[src/core/chamber_pkg.sv]
package chamber_pkg;

  // ==========================================================
  // Timing
  localparam int CLK_HZ = 200_000_000;
  localparam int OVERSAMPLE = 16;
  localparam int BAUD_9600 = 9600;
  localparam int BAUD_19200 = 19200;
  localparam int BAUD_38400 = 38400;
  localparam int BAUD_57600 = 57600;
  localparam int BAUD_115200 = 115200;

  // ==========================================================
  // Register numbers: low word of each 32-bit pair, or the single word
  localparam logic [15:0] REG_TEMP_SP = 16'h0ade;
  localparam logic [15:0] REG_RAMP_ACTION = 16'h0aea;
  localparam logic [15:0] REG_RAMP_SCALE = 16'h0aec;
  localparam logic [15:0] REG_RAMP_RATE = 16'h0aee;
  localparam logic [15:0] REG_TEMP_WSP = 16'h0afa;
  localparam logic [15:0] REG_HUM_SP = 16'h0b7e;
  localparam logic [15:0] REG_HUM_WSP = 16'h0b9a;
  localparam logic [15:0] REG_MEAS_TEMP = 16'h6bc2;
  localparam logic [15:0] REG_MEAS_HUM = 16'h70ea;
  localparam logic [6:0][15:0] REG_EVENT = {16'h41ba, 16'h41b8, 16'h41b6,
                                            16'h40d8, 16'h40d6, 16'h40d4, 16'h40d2};

  // ==========================================================
  // Value codes
  localparam logic [15:0] EVT_OFF = 16'h003e;
  localparam logic [15:0] EVT_ON = 16'h003f;
  localparam logic [15:0] ACT_OFF = 16'h003e;
  localparam logic [15:0] ACT_STARTUP = 16'h0058;
  localparam logic [15:0] ACT_SETPOINT = 16'h0055;
  localparam logic [15:0] ACT_BOTH = 16'h000d;
  localparam logic [15:0] SCALE_MINUTE = 16'h0039;
  localparam logic [15:0] SCALE_HOUR = 16'h0027;
  localparam logic [31:0] FLOAT_RESET = 32'h0000_0000;

  localparam logic [7:0] FC_READ = 8'h03;
  localparam logic [7:0] FC_WRITE = 8'h06;
  localparam logic [7:0] FC_EXC_FLAG = 8'h80;
  localparam logic [7:0] EXC_NONE = 8'h00;
  localparam logic [7:0] EXC_ILL_FUNC = 8'h01;
  localparam logic [7:0] EXC_ILL_ADDR = 8'h02;
  localparam logic [7:0] EXC_ILL_VALUE = 8'h03;

  // ==========================================================
  // Communication settings and factory values
  localparam logic [1:0] MAP_NATIVE = 2'h1;
  localparam logic [1:0] MAP_LEGACY = 2'h2;
  localparam logic [7:0] STATION_DEFAULT = 8'h01;
  localparam logic [7:0] STATION_MAX = 8'hf7;
  localparam logic [31:0] IP_ADDR_DEFAULT = 32'hc0a8_00de;
  localparam logic [31:0] IP_MASK_DEFAULT = 32'hffff_ff00;
  localparam logic [31:0] IP_GW_DEFAULT = 32'h0000_0000;

  typedef enum logic [2:0] {
    BAUD_SEL_9600 = 3'h0, BAUD_SEL_19200 = 3'h1, BAUD_SEL_38400 = 3'h2,
    BAUD_SEL_57600 = 3'h3, BAUD_SEL_115200 = 3'h4
  } baud_t;
  typedef enum logic [1:0] {PARITY_NONE = 2'h0, PARITY_EVEN = 2'h1, PARITY_ODD = 2'h2} parity_t;

  typedef enum logic [3:0] {
    SEL_NONE = 4'h0, SEL_TEMP_SP = 4'h1, SEL_RAMP_ACTION = 4'h2, SEL_RAMP_SCALE = 4'h3,
    SEL_RAMP_RATE = 4'h4, SEL_TEMP_WSP = 4'h5, SEL_HUM_SP = 4'h6, SEL_HUM_WSP = 4'h7,
    SEL_EVENT = 4'h8, SEL_MEAS_TEMP = 4'h9, SEL_MEAS_HUM = 4'ha
  } reg_sel_t;

endpackage

[src/core/baud_tick.sv]
`timescale 1ns/100ps
module baud_tick import chamber_pkg::*; #(
  parameter int CLK_RATE = CLK_HZ
) (
  input wire logic clock,
  input wire logic srst,
  input wire baud_t baud_sel,
  output logic tick
);

  // ==========================================================
  // Oversampling enable for the serial port
  function automatic logic [15:0] div_of(input baud_t sel);
    case (sel)
      BAUD_SEL_19200: div_of = 16'(CLK_RATE / (OVERSAMPLE * BAUD_19200) - 1);
      BAUD_SEL_38400: div_of = 16'(CLK_RATE / (OVERSAMPLE * BAUD_38400) - 1);
      BAUD_SEL_57600: div_of = 16'(CLK_RATE / (OVERSAMPLE * BAUD_57600) - 1);
      BAUD_SEL_115200: div_of = 16'(CLK_RATE / (OVERSAMPLE * BAUD_115200) - 1);
      default: div_of = 16'(CLK_RATE / (OVERSAMPLE * BAUD_9600) - 1);
    endcase
  endfunction

  if (CLK_RATE / (OVERSAMPLE * BAUD_115200) < 2 || CLK_RATE / (OVERSAMPLE * BAUD_9600) > 65535)
    $error("baud_tick: clock rate cannot serve the baud table");

  typedef struct packed {
    logic [15:0] cnt;
    logic tick;
  } tick_t;

  tick_t s_r, s_nxt;

  always_comb begin
    s_nxt = s_r;
    s_nxt.tick = 1'b0;
    if (s_r.cnt >= div_of(baud_sel)) begin
      s_nxt.cnt = 16'h0000;
      s_nxt.tick = 1'b1;
    end else begin
      s_nxt.cnt = s_r.cnt + 16'h0001;
    end
  end

  always_ff @(posedge clock) begin
    if (srst) s_r <= '0;
    else s_r <= s_nxt;
  end

  assign tick = s_r.tick;

endmodule // baud_tick

[src/core/word_mux.sv]
`timescale 1ns/100ps
module word_mux (
  input wire logic [31:0] value,
  input wire logic half,
  input wire logic word_low,
  input wire logic [15:0] wdata,
  output logic [15:0] rd_word,
  output logic [31:0] merged
);

  // ==========================================================
  // Word order: half 0 is the lower register number
  logic upper;

  assign upper = half ^ word_low;
  assign rd_word = upper ? value[31:16] : value[15:0];
  assign merged = upper ? {wdata, value[15:0]} : {value[31:16], wdata};

endmodule // word_mux

[src/core/chamber_modbus_regs.sv]
`timescale 1ns/100ps
// Summary of operation
// - Every register is one 16-bit word on the request port.
// - A 32-bit value spans register N (low) and N+1 (high).
// - Default order puts the two low bytes in the lower-numbered word.
// - Word order Low swaps which register word carries the upper half.
// - Data map 1 serves the native set; map 2 serves no register at all.
// - Communication settings load only at reset, never while running.
// - Station address defaults to 1; valid range 1 to 247.
// - Seven event words, read/write, 62 means off and 63 on.
// - Working set point reads the ramp value while a ramp runs.
// - Set points are read/write floats; measured values are read-only.
// - Ramp action codes: off 62, startup 88, set point 85, both 13.
// - Ramp scale codes: per minute 57, per hour 39; rate follows.
// - Network defaults DHCP, 192.168.0.222, 255.255.255.0, 0.0.0.0.
// - TCP access is on by default and can be switched off.
// - Requests carry station, function code and data per register.
module chamber_modbus_regs import chamber_pkg::*; (
  input wire logic clock,
  input wire logic srst,
  input wire logic nv_valid,
  input wire logic [1:0] nv_data_map,
  input wire logic nv_word_low,
  input wire logic [7:0] nv_station,
  input wire baud_t nv_baud,
  input wire parity_t nv_parity,
  input wire logic nv_ip_fixed,
  input wire logic nv_tcp_enable,
  input wire logic [31:0] nv_ip_addr,
  input wire logic [31:0] nv_ip_mask,
  input wire logic [31:0] nv_ip_gateway,
  input wire logic req_valid,
  output logic req_ready,
  input wire logic req_tcp,
  input wire logic [7:0] req_station,
  input wire logic [7:0] req_func,
  input wire logic [15:0] req_reg,
  input wire logic [15:0] req_wdata,
  output logic resp_valid,
  output logic resp_exception,
  output logic [7:0] resp_func,
  output logic [15:0] resp_data,
  input wire logic [31:0] meas_temp,
  input wire logic [31:0] meas_hum,
  input wire logic [31:0] work_temp,
  input wire logic [31:0] work_hum,
  input wire logic ramp_active,
  output logic [31:0] temperature_setpoint,
  output logic [31:0] humidity_setpoint,
  output logic [15:0] temp_ramp_action,
  output logic [15:0] temp_ramp_scale,
  output logic [31:0] temp_ramp_rate,
  output logic [6:0] event_on,
  output logic [1:0] live_data_map,
  output logic live_word_low,
  output logic [7:0] live_station,
  output baud_t live_baud,
  output parity_t live_parity,
  output logic network_addressing_choice,
  output logic live_tcp_enable,
  output logic [31:0] live_ip_addr,
  output logic [31:0] live_ip_mask,
  output logic [31:0] live_ip_gateway,
  output logic baud_en
);

  // ==========================================================
  // State
  typedef struct packed {
    logic cfg_pending;
    logic [1:0] data_map;
    logic word_low;
    logic [7:0] station;
    baud_t baud;
    parity_t parity;
    logic ip_fixed;
    logic tcp_en;
    logic [31:0] ip_addr;
    logic [31:0] ip_mask;
    logic [31:0] ip_gw;
    logic [31:0] sp_temp;
    logic [31:0] sp_hum;
    logic [31:0] rate;
    logic [15:0] action;
    logic [15:0] scale;
    logic [6:0][15:0] evt;
    logic resp_valid;
    logic resp_exc;
    logic [7:0] resp_func;
    logic [15:0] resp_data;
  } regs_t;

  typedef struct packed {
    reg_sel_t sel;
    logic half;
    logic [2:0] evt;
  } dec_t;

  regs_t s_r, s_nxt;

  // ==========================================================
  // Register number decode, native map only
  function automatic dec_t decode(input logic [15:0] num, input logic [1:0] map);
    dec_t d;
    logic [15:0] pair;
    d.sel = SEL_NONE;
    d.half = num[0];
    d.evt = 3'h0;
    pair = {num[15:1], 1'b0};
    if (map == MAP_NATIVE) begin
      if (pair == REG_TEMP_SP) d.sel = SEL_TEMP_SP;
      else if (pair == REG_RAMP_RATE) d.sel = SEL_RAMP_RATE;
      else if (pair == REG_TEMP_WSP) d.sel = SEL_TEMP_WSP;
      else if (pair == REG_HUM_SP) d.sel = SEL_HUM_SP;
      else if (pair == REG_HUM_WSP) d.sel = SEL_HUM_WSP;
      else if (pair == REG_MEAS_TEMP) d.sel = SEL_MEAS_TEMP;
      else if (pair == REG_MEAS_HUM) d.sel = SEL_MEAS_HUM;
      else if (num == REG_RAMP_ACTION) d.sel = SEL_RAMP_ACTION;
      else if (num == REG_RAMP_SCALE) d.sel = SEL_RAMP_SCALE;
      for (int i = 0; i < 7; i++) begin
        if (num == REG_EVENT[i]) begin
          d.sel = SEL_EVENT;
          d.evt = 3'(i);
        end
      end
    end
    return d;
  endfunction

  function automatic logic action_ok(input logic [15:0] v);
    return v == ACT_OFF || v == ACT_STARTUP || v == ACT_SETPOINT || v == ACT_BOTH;
  endfunction

  function automatic logic events_ok(input logic [6:0][15:0] e);
    logic ok;
    ok = 1'b1;
    for (int i = 0; i < 7; i++) ok = ok && (e[i] == EVT_ON || e[i] == EVT_OFF);
    return ok;
  endfunction

  // ==========================================================
  // Request decode and read path
  dec_t dec;
  logic accept;
  logic take;
  logic [31:0] val32;
  logic [15:0] val16;
  logic is_short;
  logic [15:0] pair_word;
  logic [31:0] merged;

  assign dec = decode(req_reg, s_r.data_map);
  // Serial requests need our station; TCP needs the port switched on
  assign accept = req_tcp ? s_r.tcp_en : (req_station == s_r.station);
  assign req_ready = !s_r.cfg_pending;
  assign take = req_valid && req_ready && accept;

  always_comb begin
    val32 = FLOAT_RESET;
    val16 = 16'h0000;
    is_short = 1'b0;
    case (dec.sel)
      SEL_TEMP_SP: val32 = s_r.sp_temp;
      SEL_HUM_SP: val32 = s_r.sp_hum;
      SEL_RAMP_RATE: val32 = s_r.rate;
      SEL_TEMP_WSP: val32 = ramp_active ? work_temp : s_r.sp_temp;
      SEL_HUM_WSP: val32 = ramp_active ? work_hum : s_r.sp_hum;
      SEL_MEAS_TEMP: val32 = meas_temp;
      SEL_MEAS_HUM: val32 = meas_hum;
      SEL_RAMP_ACTION: begin
        val16 = s_r.action;
        is_short = 1'b1;
      end
      SEL_RAMP_SCALE: begin
        val16 = s_r.scale;
        is_short = 1'b1;
      end
      SEL_EVENT: begin
        val16 = s_r.evt[dec.evt];
        is_short = 1'b1;
      end
      default: val32 = FLOAT_RESET;
    endcase
  end

  word_mux u_word_mux (
    .value(val32),
    .half(dec.half),
    .word_low(s_r.word_low),
    .wdata(req_wdata),
    .rd_word(pair_word),
    .merged(merged)
  );

  // ==========================================================
  // Next state
  always_comb begin
    logic [7:0] exc;
    exc = EXC_NONE;
    s_nxt = s_r;
    s_nxt.resp_valid = 1'b0;
    if (s_r.cfg_pending) begin
      // Settings captured once after reset stand until the next reset
      s_nxt.cfg_pending = 1'b0;
      if (nv_valid) begin
        s_nxt.data_map = (nv_data_map == MAP_LEGACY) ? MAP_LEGACY : MAP_NATIVE;
        s_nxt.word_low = nv_word_low;
        s_nxt.station = (nv_station == 8'h00 || nv_station > STATION_MAX) ?
                        STATION_DEFAULT : nv_station;
        s_nxt.baud = nv_baud;
        s_nxt.parity = nv_parity;
        s_nxt.ip_fixed = nv_ip_fixed;
        s_nxt.tcp_en = nv_tcp_enable;
        s_nxt.ip_addr = nv_ip_addr;
        s_nxt.ip_mask = nv_ip_mask;
        s_nxt.ip_gw = nv_ip_gateway;
      end
    end else if (take) begin
      s_nxt.resp_valid = 1'b1;
      s_nxt.resp_exc = 1'b0;
      s_nxt.resp_func = req_func;
      s_nxt.resp_data = 16'h0000;
      if (req_func != FC_READ && req_func != FC_WRITE) begin
        exc = EXC_ILL_FUNC;
      end else if (dec.sel == SEL_NONE) begin
        exc = EXC_ILL_ADDR;
      end else if (req_func == FC_READ) begin
        s_nxt.resp_data = is_short ? val16 : pair_word;
      end else begin
        s_nxt.resp_data = req_wdata;
        case (dec.sel)
          SEL_TEMP_SP: s_nxt.sp_temp = merged;
          SEL_HUM_SP: s_nxt.sp_hum = merged;
          SEL_RAMP_RATE: s_nxt.rate = merged;
          SEL_RAMP_ACTION: begin
            if (action_ok(req_wdata)) s_nxt.action = req_wdata;
            else exc = EXC_ILL_VALUE;
          end
          SEL_RAMP_SCALE: begin
            if (req_wdata == SCALE_MINUTE || req_wdata == SCALE_HOUR) begin
              s_nxt.scale = req_wdata;
            end else begin
              exc = EXC_ILL_VALUE;
            end
          end
          SEL_EVENT: begin
            if (req_wdata == EVT_ON || req_wdata == EVT_OFF) begin
              s_nxt.evt[dec.evt] = req_wdata;
            end else begin
              exc = EXC_ILL_VALUE;
            end
          end
          // Working and measured values are read-only
          default: exc = EXC_ILL_ADDR;
        endcase
      end
      if (exc != EXC_NONE) begin
        s_nxt.resp_exc = 1'b1;
        s_nxt.resp_func = req_func | FC_EXC_FLAG;
        s_nxt.resp_data = {8'h00, exc};
      end
    end
  end

  always_ff @(posedge clock) begin
    if (srst) begin
      s_r <= '0;
      s_r.cfg_pending <= 1'b1;
      s_r.data_map <= MAP_NATIVE;
      s_r.word_low <= 1'b0;
      s_r.station <= STATION_DEFAULT;
      s_r.baud <= BAUD_SEL_9600;
      s_r.parity <= PARITY_NONE;
      s_r.ip_fixed <= 1'b0;
      s_r.tcp_en <= 1'b1;
      s_r.ip_addr <= IP_ADDR_DEFAULT;
      s_r.ip_mask <= IP_MASK_DEFAULT;
      s_r.ip_gw <= IP_GW_DEFAULT;
      s_r.sp_temp <= FLOAT_RESET;
      s_r.sp_hum <= FLOAT_RESET;
      s_r.rate <= FLOAT_RESET;
      s_r.action <= ACT_OFF;
      s_r.scale <= SCALE_MINUTE;
      s_r.evt <= {7{EVT_OFF}};
    end else begin
      s_r <= s_nxt;
    end
  end

  // ==========================================================
  // Serial rate enable
  baud_tick #(
    .CLK_RATE(CLK_HZ)
  ) u_baud_tick (
    .clock(clock),
    .srst(srst),
    .baud_sel(s_r.baud),
    .tick(baud_en)
  );

  // ==========================================================
  // Outputs
  assign resp_valid = s_r.resp_valid;
  assign resp_exception = s_r.resp_exc;
  assign resp_func = s_r.resp_func;
  assign resp_data = s_r.resp_data;
  assign temperature_setpoint = s_r.sp_temp;
  assign humidity_setpoint = s_r.sp_hum;
  assign temp_ramp_action = s_r.action;
  assign temp_ramp_scale = s_r.scale;
  assign temp_ramp_rate = s_r.rate;
  assign live_data_map = s_r.data_map;
  assign live_word_low = s_r.word_low;
  assign live_station = s_r.station;
  assign live_baud = s_r.baud;
  assign live_parity = s_r.parity;
  assign network_addressing_choice = s_r.ip_fixed;
  assign live_tcp_enable = s_r.tcp_en;
  assign live_ip_addr = s_r.ip_addr;
  assign live_ip_mask = s_r.ip_mask;
  assign live_ip_gateway = s_r.ip_gw;

  for (genvar g = 0; g < 7; g++) begin : g_evt
    assign event_on[g] = (s_r.evt[g] == EVT_ON);
  end
endmodule // chamber_modbus_regs

[config.mk]
export PLATFORM = sky130hd
export DESIGN_NAME = chamber_modbus_regs
export DESIGN_NICKNAME = d
export VERILOG_FILES = /design/src/core/chamber_pkg.sv /design/src/core/baud_tick.sv /design/src/core/word_mux.sv /design/src/core/chamber_modbus_regs.sv
export SDC_FILE = /design/constraint.sdc
export NUM_CORES = 1
export LEC_CHECK = 0
export ABC_CLOCK_PERIOD_IN_PS = 4400
export BUFFER_PORTS_ARGS = -buffer_cell sky130_fd_sc_hd__buf_2
export CORE_AREA = 2 2 225 227
export DETAILED_ROUTE_END_ITERATION = 12
export DIE_AREA = 0 0 227 229
export HOLD_SLACK_MARGIN = 0.03
export PLACE_DENSITY = 0.73
export REMOVE_ABC_BUFFERS = 1
export SLEW_MARGIN = 10
export SYNTH_ARGS = -nofsm -noshare
export SYNTH_HDL_FRONTEND = slang
export SYNTH_SLANG_ARGS = --single-unit
[constraint.sdc]
create_clock -name clock -period 4.4 [get_ports clock]
set_input_delay 0.22 -clock clock [delete_from_list [all_inputs] [get_ports clock]]
set_output_delay 0.22 -clock clock [all_outputs]
set_load 0.01 [all_outputs]
==> impl_results.md <==
* Status: finished clean
* Clk pin slew, worst setup/hold paths at 70 ps
* YS warnings at 0
* Final Cell Area at 0.0248 sq mm
* Mapped Cells at around 2.5k
* Clk root buf: clkbuf_16
* Combinational power share at between 9 and 10%
* Placer Congestion at around 0.98
* Post-Route WL at just over 80000 um
* Nets at roughly 3.2k
* PortBufs at ~570
* Initial antenna violation count at 11
* Vias at 20.4k
* Ranking of synthesized cells by area: dfxtp_1 39%, buf_4 9.7%, nand2_1 9.7%, a21oi_1 5.2%, mux2i_1 3.1%
* WP data required at 4870 ps
* Total congestion overflow at 0
* Clk_skew at 18.5 ps
* Number of global-route vias before repair at 19.3k
* Initial Util at 41.5%
* Kind of critical path: flip-flop to flip-flop
* Fillcell total at 4747
* Worst Hold Depth at 1
* Iter 0 DRT Violations at 2246
* Reg power frac at 43.9%
* Fin. Hold Viols at 0
* Post-Syn Area per Cell at 8.15 sq um
* Min-Delay Path Class: primary input to flip-flop
* Multi-input logic area at 0.00992 sq mm
* Net Sw Power at 2.10 mW
* RR Endpoint: resp_data[14]$_SDFFE_PP0P_
* Gr usage total at 29.8%
* TritonCTS Sinks at approximately 400
* Hold Path Origin: srst
* R2R setup slack at 840 ps
* Largest net degree at the start of global routing at about 150
* Register area at 0.00797 sq mm
* Maxcap violations at 0
* Yosys reg bits at 398
* Sw frac at 24.9%
* Total Neg Setup Slack at 0 ps
* Yosys cell types at 98
* Top cell type's share of synthesized area at a little under 40%
* Fin worst setup slack at 843 ps
* Actual slew at the worst max-slew pin at ~1200 ps
* VDD IR max at 0.289 mV
* WP data arrival at roughly 4000 ps
* Mapped cell area at 0.0206 sq mm
* Num CTS Buffers at 45
* Layout area overhead at 20.5%
* Internal at roughly 6.3 mW
* Pre-CTS setup slack at 527 ps
* Die H at roughly 230 um
* Tmin final at ~3600 ps
* Slew HR at 20.8%
* Leading cell type in the layout, fill and taps excluded: buf_2
* # IOs at 573
* Clock share of power at 46.8%
* Hold Path End: s_r[380]$_SDFF_PP1_
* Synth area leader: dfxtp_1
* CP startpoint kind: flip-flop
* Worst-case reg-to-reg path depth at 8
* CTS HTree Levels at 2
* Post-DP HPWL at 58300 um
* Async S/R FF share, synth at 0%
* DIE AREA at 0.0520 sq mm
* Drt pass-1 iters at 6
* Reg2reg start: live_data_map[1]$_SDFFE_PP0P_
* Post-synth EDFFs at 0
* Die W at 227 um
* Crit-path max FO at 18
* CTS tree: yes
* Residual DRC at 0
* Critical Path Sink Type: flip-flop
* Latest clock arrival within the worst-skew pair at 570 ps
* Routed length per instance at 22.5 um
* RSZ-0062 raised after global routing: no
* Pleak at 10.7 nW
* Sequential share of the synthesized area at 38.7%
* # rows at 82
* Pwr Density at around 340 mW/mm^2
* Top FF cell, synth: dfxtp_1
* Hold slack at 58.4 ps
* Tot Pwr at 8.43 mW
* Clk buf depth at 3
* Most frequent cells in the layout: 571 x buf_2, 530 x nand2_1, 398 x dfxtp_1
* DR vias/cell at 5.66
* Core Footprint at 0.0497 sq mm
* Period utilization at 80.8%
* Layout cells sized above 1 at about a quarter
* Fin. max-slew vios at 0
* Setup violators final at 0
* First-pass GRT wire length at 119000 um
* Final ANT Viol Nets at 0
* Max frequency at 281 MHz
* Dpl cell area at 0.0220 sq mm
-- how the worst max path moves through the flow --
stage                                              from                              to  slack (ps)  cells after the start
after CTS                     live_baud[2]$_SDFFE_PP0P_   u_baud_tick.s_r[5]$_SDFF_PP0_         950                     12
final                     live_data_map[1]$_SDFFE_PP0P_      resp_data[14]$_SDFFE_PP0P_         840                      8
after detailed placement                     req_reg[3]       resp_data[4]$_SDFFE_PP0P_         530                     10
after global routing          live_baud[2]$_SDFFE_PP0P_  u_baud_tick.s_r[11]$_SDFF_PP0_         690                     12
after global placement                       req_reg[3]       resp_data[4]$_SDFFE_PP0P_         520                     10
after floorplan                             req_reg[10]       resp_data[0]$_SDFFE_PP0P_         640                      8
-- Yosys cell counts, types with 5 or more instances --
| library cell | count |
|---|---|
| a2111oi_0 | 15 |
| a211oi_1 | 6 |
| a21o_1 | 9 |
| a21oi_1 | 212 |
| a221o_1 | 6 |
| a221oi_1 | 30 |
| a22oi_1 | 5 |
| a311oi_1 | 8 |
| a31oi_1 | 31 |
| a32o_1 | 10 |
| a32oi_1 | 26 |
| and2_1 | 64 |
| and3_1 | 70 |
| buf_1 | 5 |
| buf_2 | 31 |
| buf_4 | 267 |
| buf_6 | 9 |
| clkbuf_1 | 120 |
| dfxtp_1 | 398 |
| ha_1 | 12 |
| inv_1 | 13 |
| mux2_2 | 29 |
| mux2i_1 | 63 |
| nand2_1 | 531 |
| nand2b_1 | 34 |
| nand3_1 | 120 |
| nand3b_1 | 9 |
| nand4_1 | 16 |
| nor2_1 | 71 |
| nor3_1 | 16 |
| nor4_1 | 33 |
| o211ai_1 | 22 |
| o21ai_0 | 60 |
| o21ai_1 | 15 |
| o31ai_1 | 5 |
| or3_1 | 16 |
| xnor2_1 | 17 |
| xor2_1 | 7 |
-- power groups by stage --
stage / logic [mW] / registers, mW / clock network [mW]
after floorplan: 0.256 / 3.81 / 0
after global placement: 0.672 / 3.78 / 0
after detailed placement: 0.672 / 3.78 / 0
after CTS: 0.759 / 3.70 / 3.98
after global routing: 0.838 / 3.71 / 4.12
final: 0.778 / 3.70 / 3.95
-- timing repair --
action	in CTS	in global routing
gates resized for setup	0	0
hold buffers	121	0
buffers inserted	0	0
hold endpoints to repair	121	0
-- registers in the layout, indices dropped and copies added, names as in the netlist, 2 cells and up --
signal and cells:
s_r 113, humidity_setpoint 32, live_ip_addr 32, live_ip_gateway 32, live_ip_mask 32, temp_ramp_rate 32
temperature_setpoint 32, resp_data 16, temp_ramp_action 16, temp_ramp_scale 16, u_baud_tick.s_r 16, live_station 8
resp_func 8, live_baud 3, live_data_map 2, live_parity 2
-- metrics by stage --
stage / cells / utilization (%)
finish: 3600 / 50.0
global route: 3599 / 50.0
CTS: 3596 / 50.0
detailed placement: 3394 / 44.4
global placement: 3394 / 44.4
floorplan: 2099 / -
-- area by class of cell --
type,count,area share [%]
Antenna cell,4,0.0403
Multi-Input combinational cell,1687,40.0
Timing Repair Buffer,744,18.0
Sequential cell,398,32.1
Tap cell,672,3.39
Inverter,14,0.217
Clock inverter,20,0.958
Clock buffer,61,5.31
-- worst max-delay path, stage by stage, from the launching register on --
cell       delay [ps]
dfxtp_1           350
nand2b_1          280
or3_1             460
a2111oi_2         520
and3_1            880
a221oi_1          290
nand3_1           210
o21ai_0           150
o31ai_1           290
-- layer usage --
metal | GRT usage, % | vias to the layer above | share of wire [%]
li1 | - | 9364 | -
met2 | 48.6 | 1212 | 46
met1 | 37.0 | 9546 | 39
met5 | 0 | - | 0.058
met3 | 6.63 | 261 | 9.7
met4 | 15.0 | 8 | 5.5
-- kinds of logic after synthesis --
group / Yosys count / synth area share [%]
fa+ha+maj: 12 / 0.729
compound gates: 524 / 17.2
buf+inv: 446 / 13.5
simple gates: 1029 / 24.1
mux: 94 / 4.76
xor+xnor: 24 / 1.02
flops: 398 / 38.7
other cells: 1 / 0.0182
(Power assumes the default switching activity.)
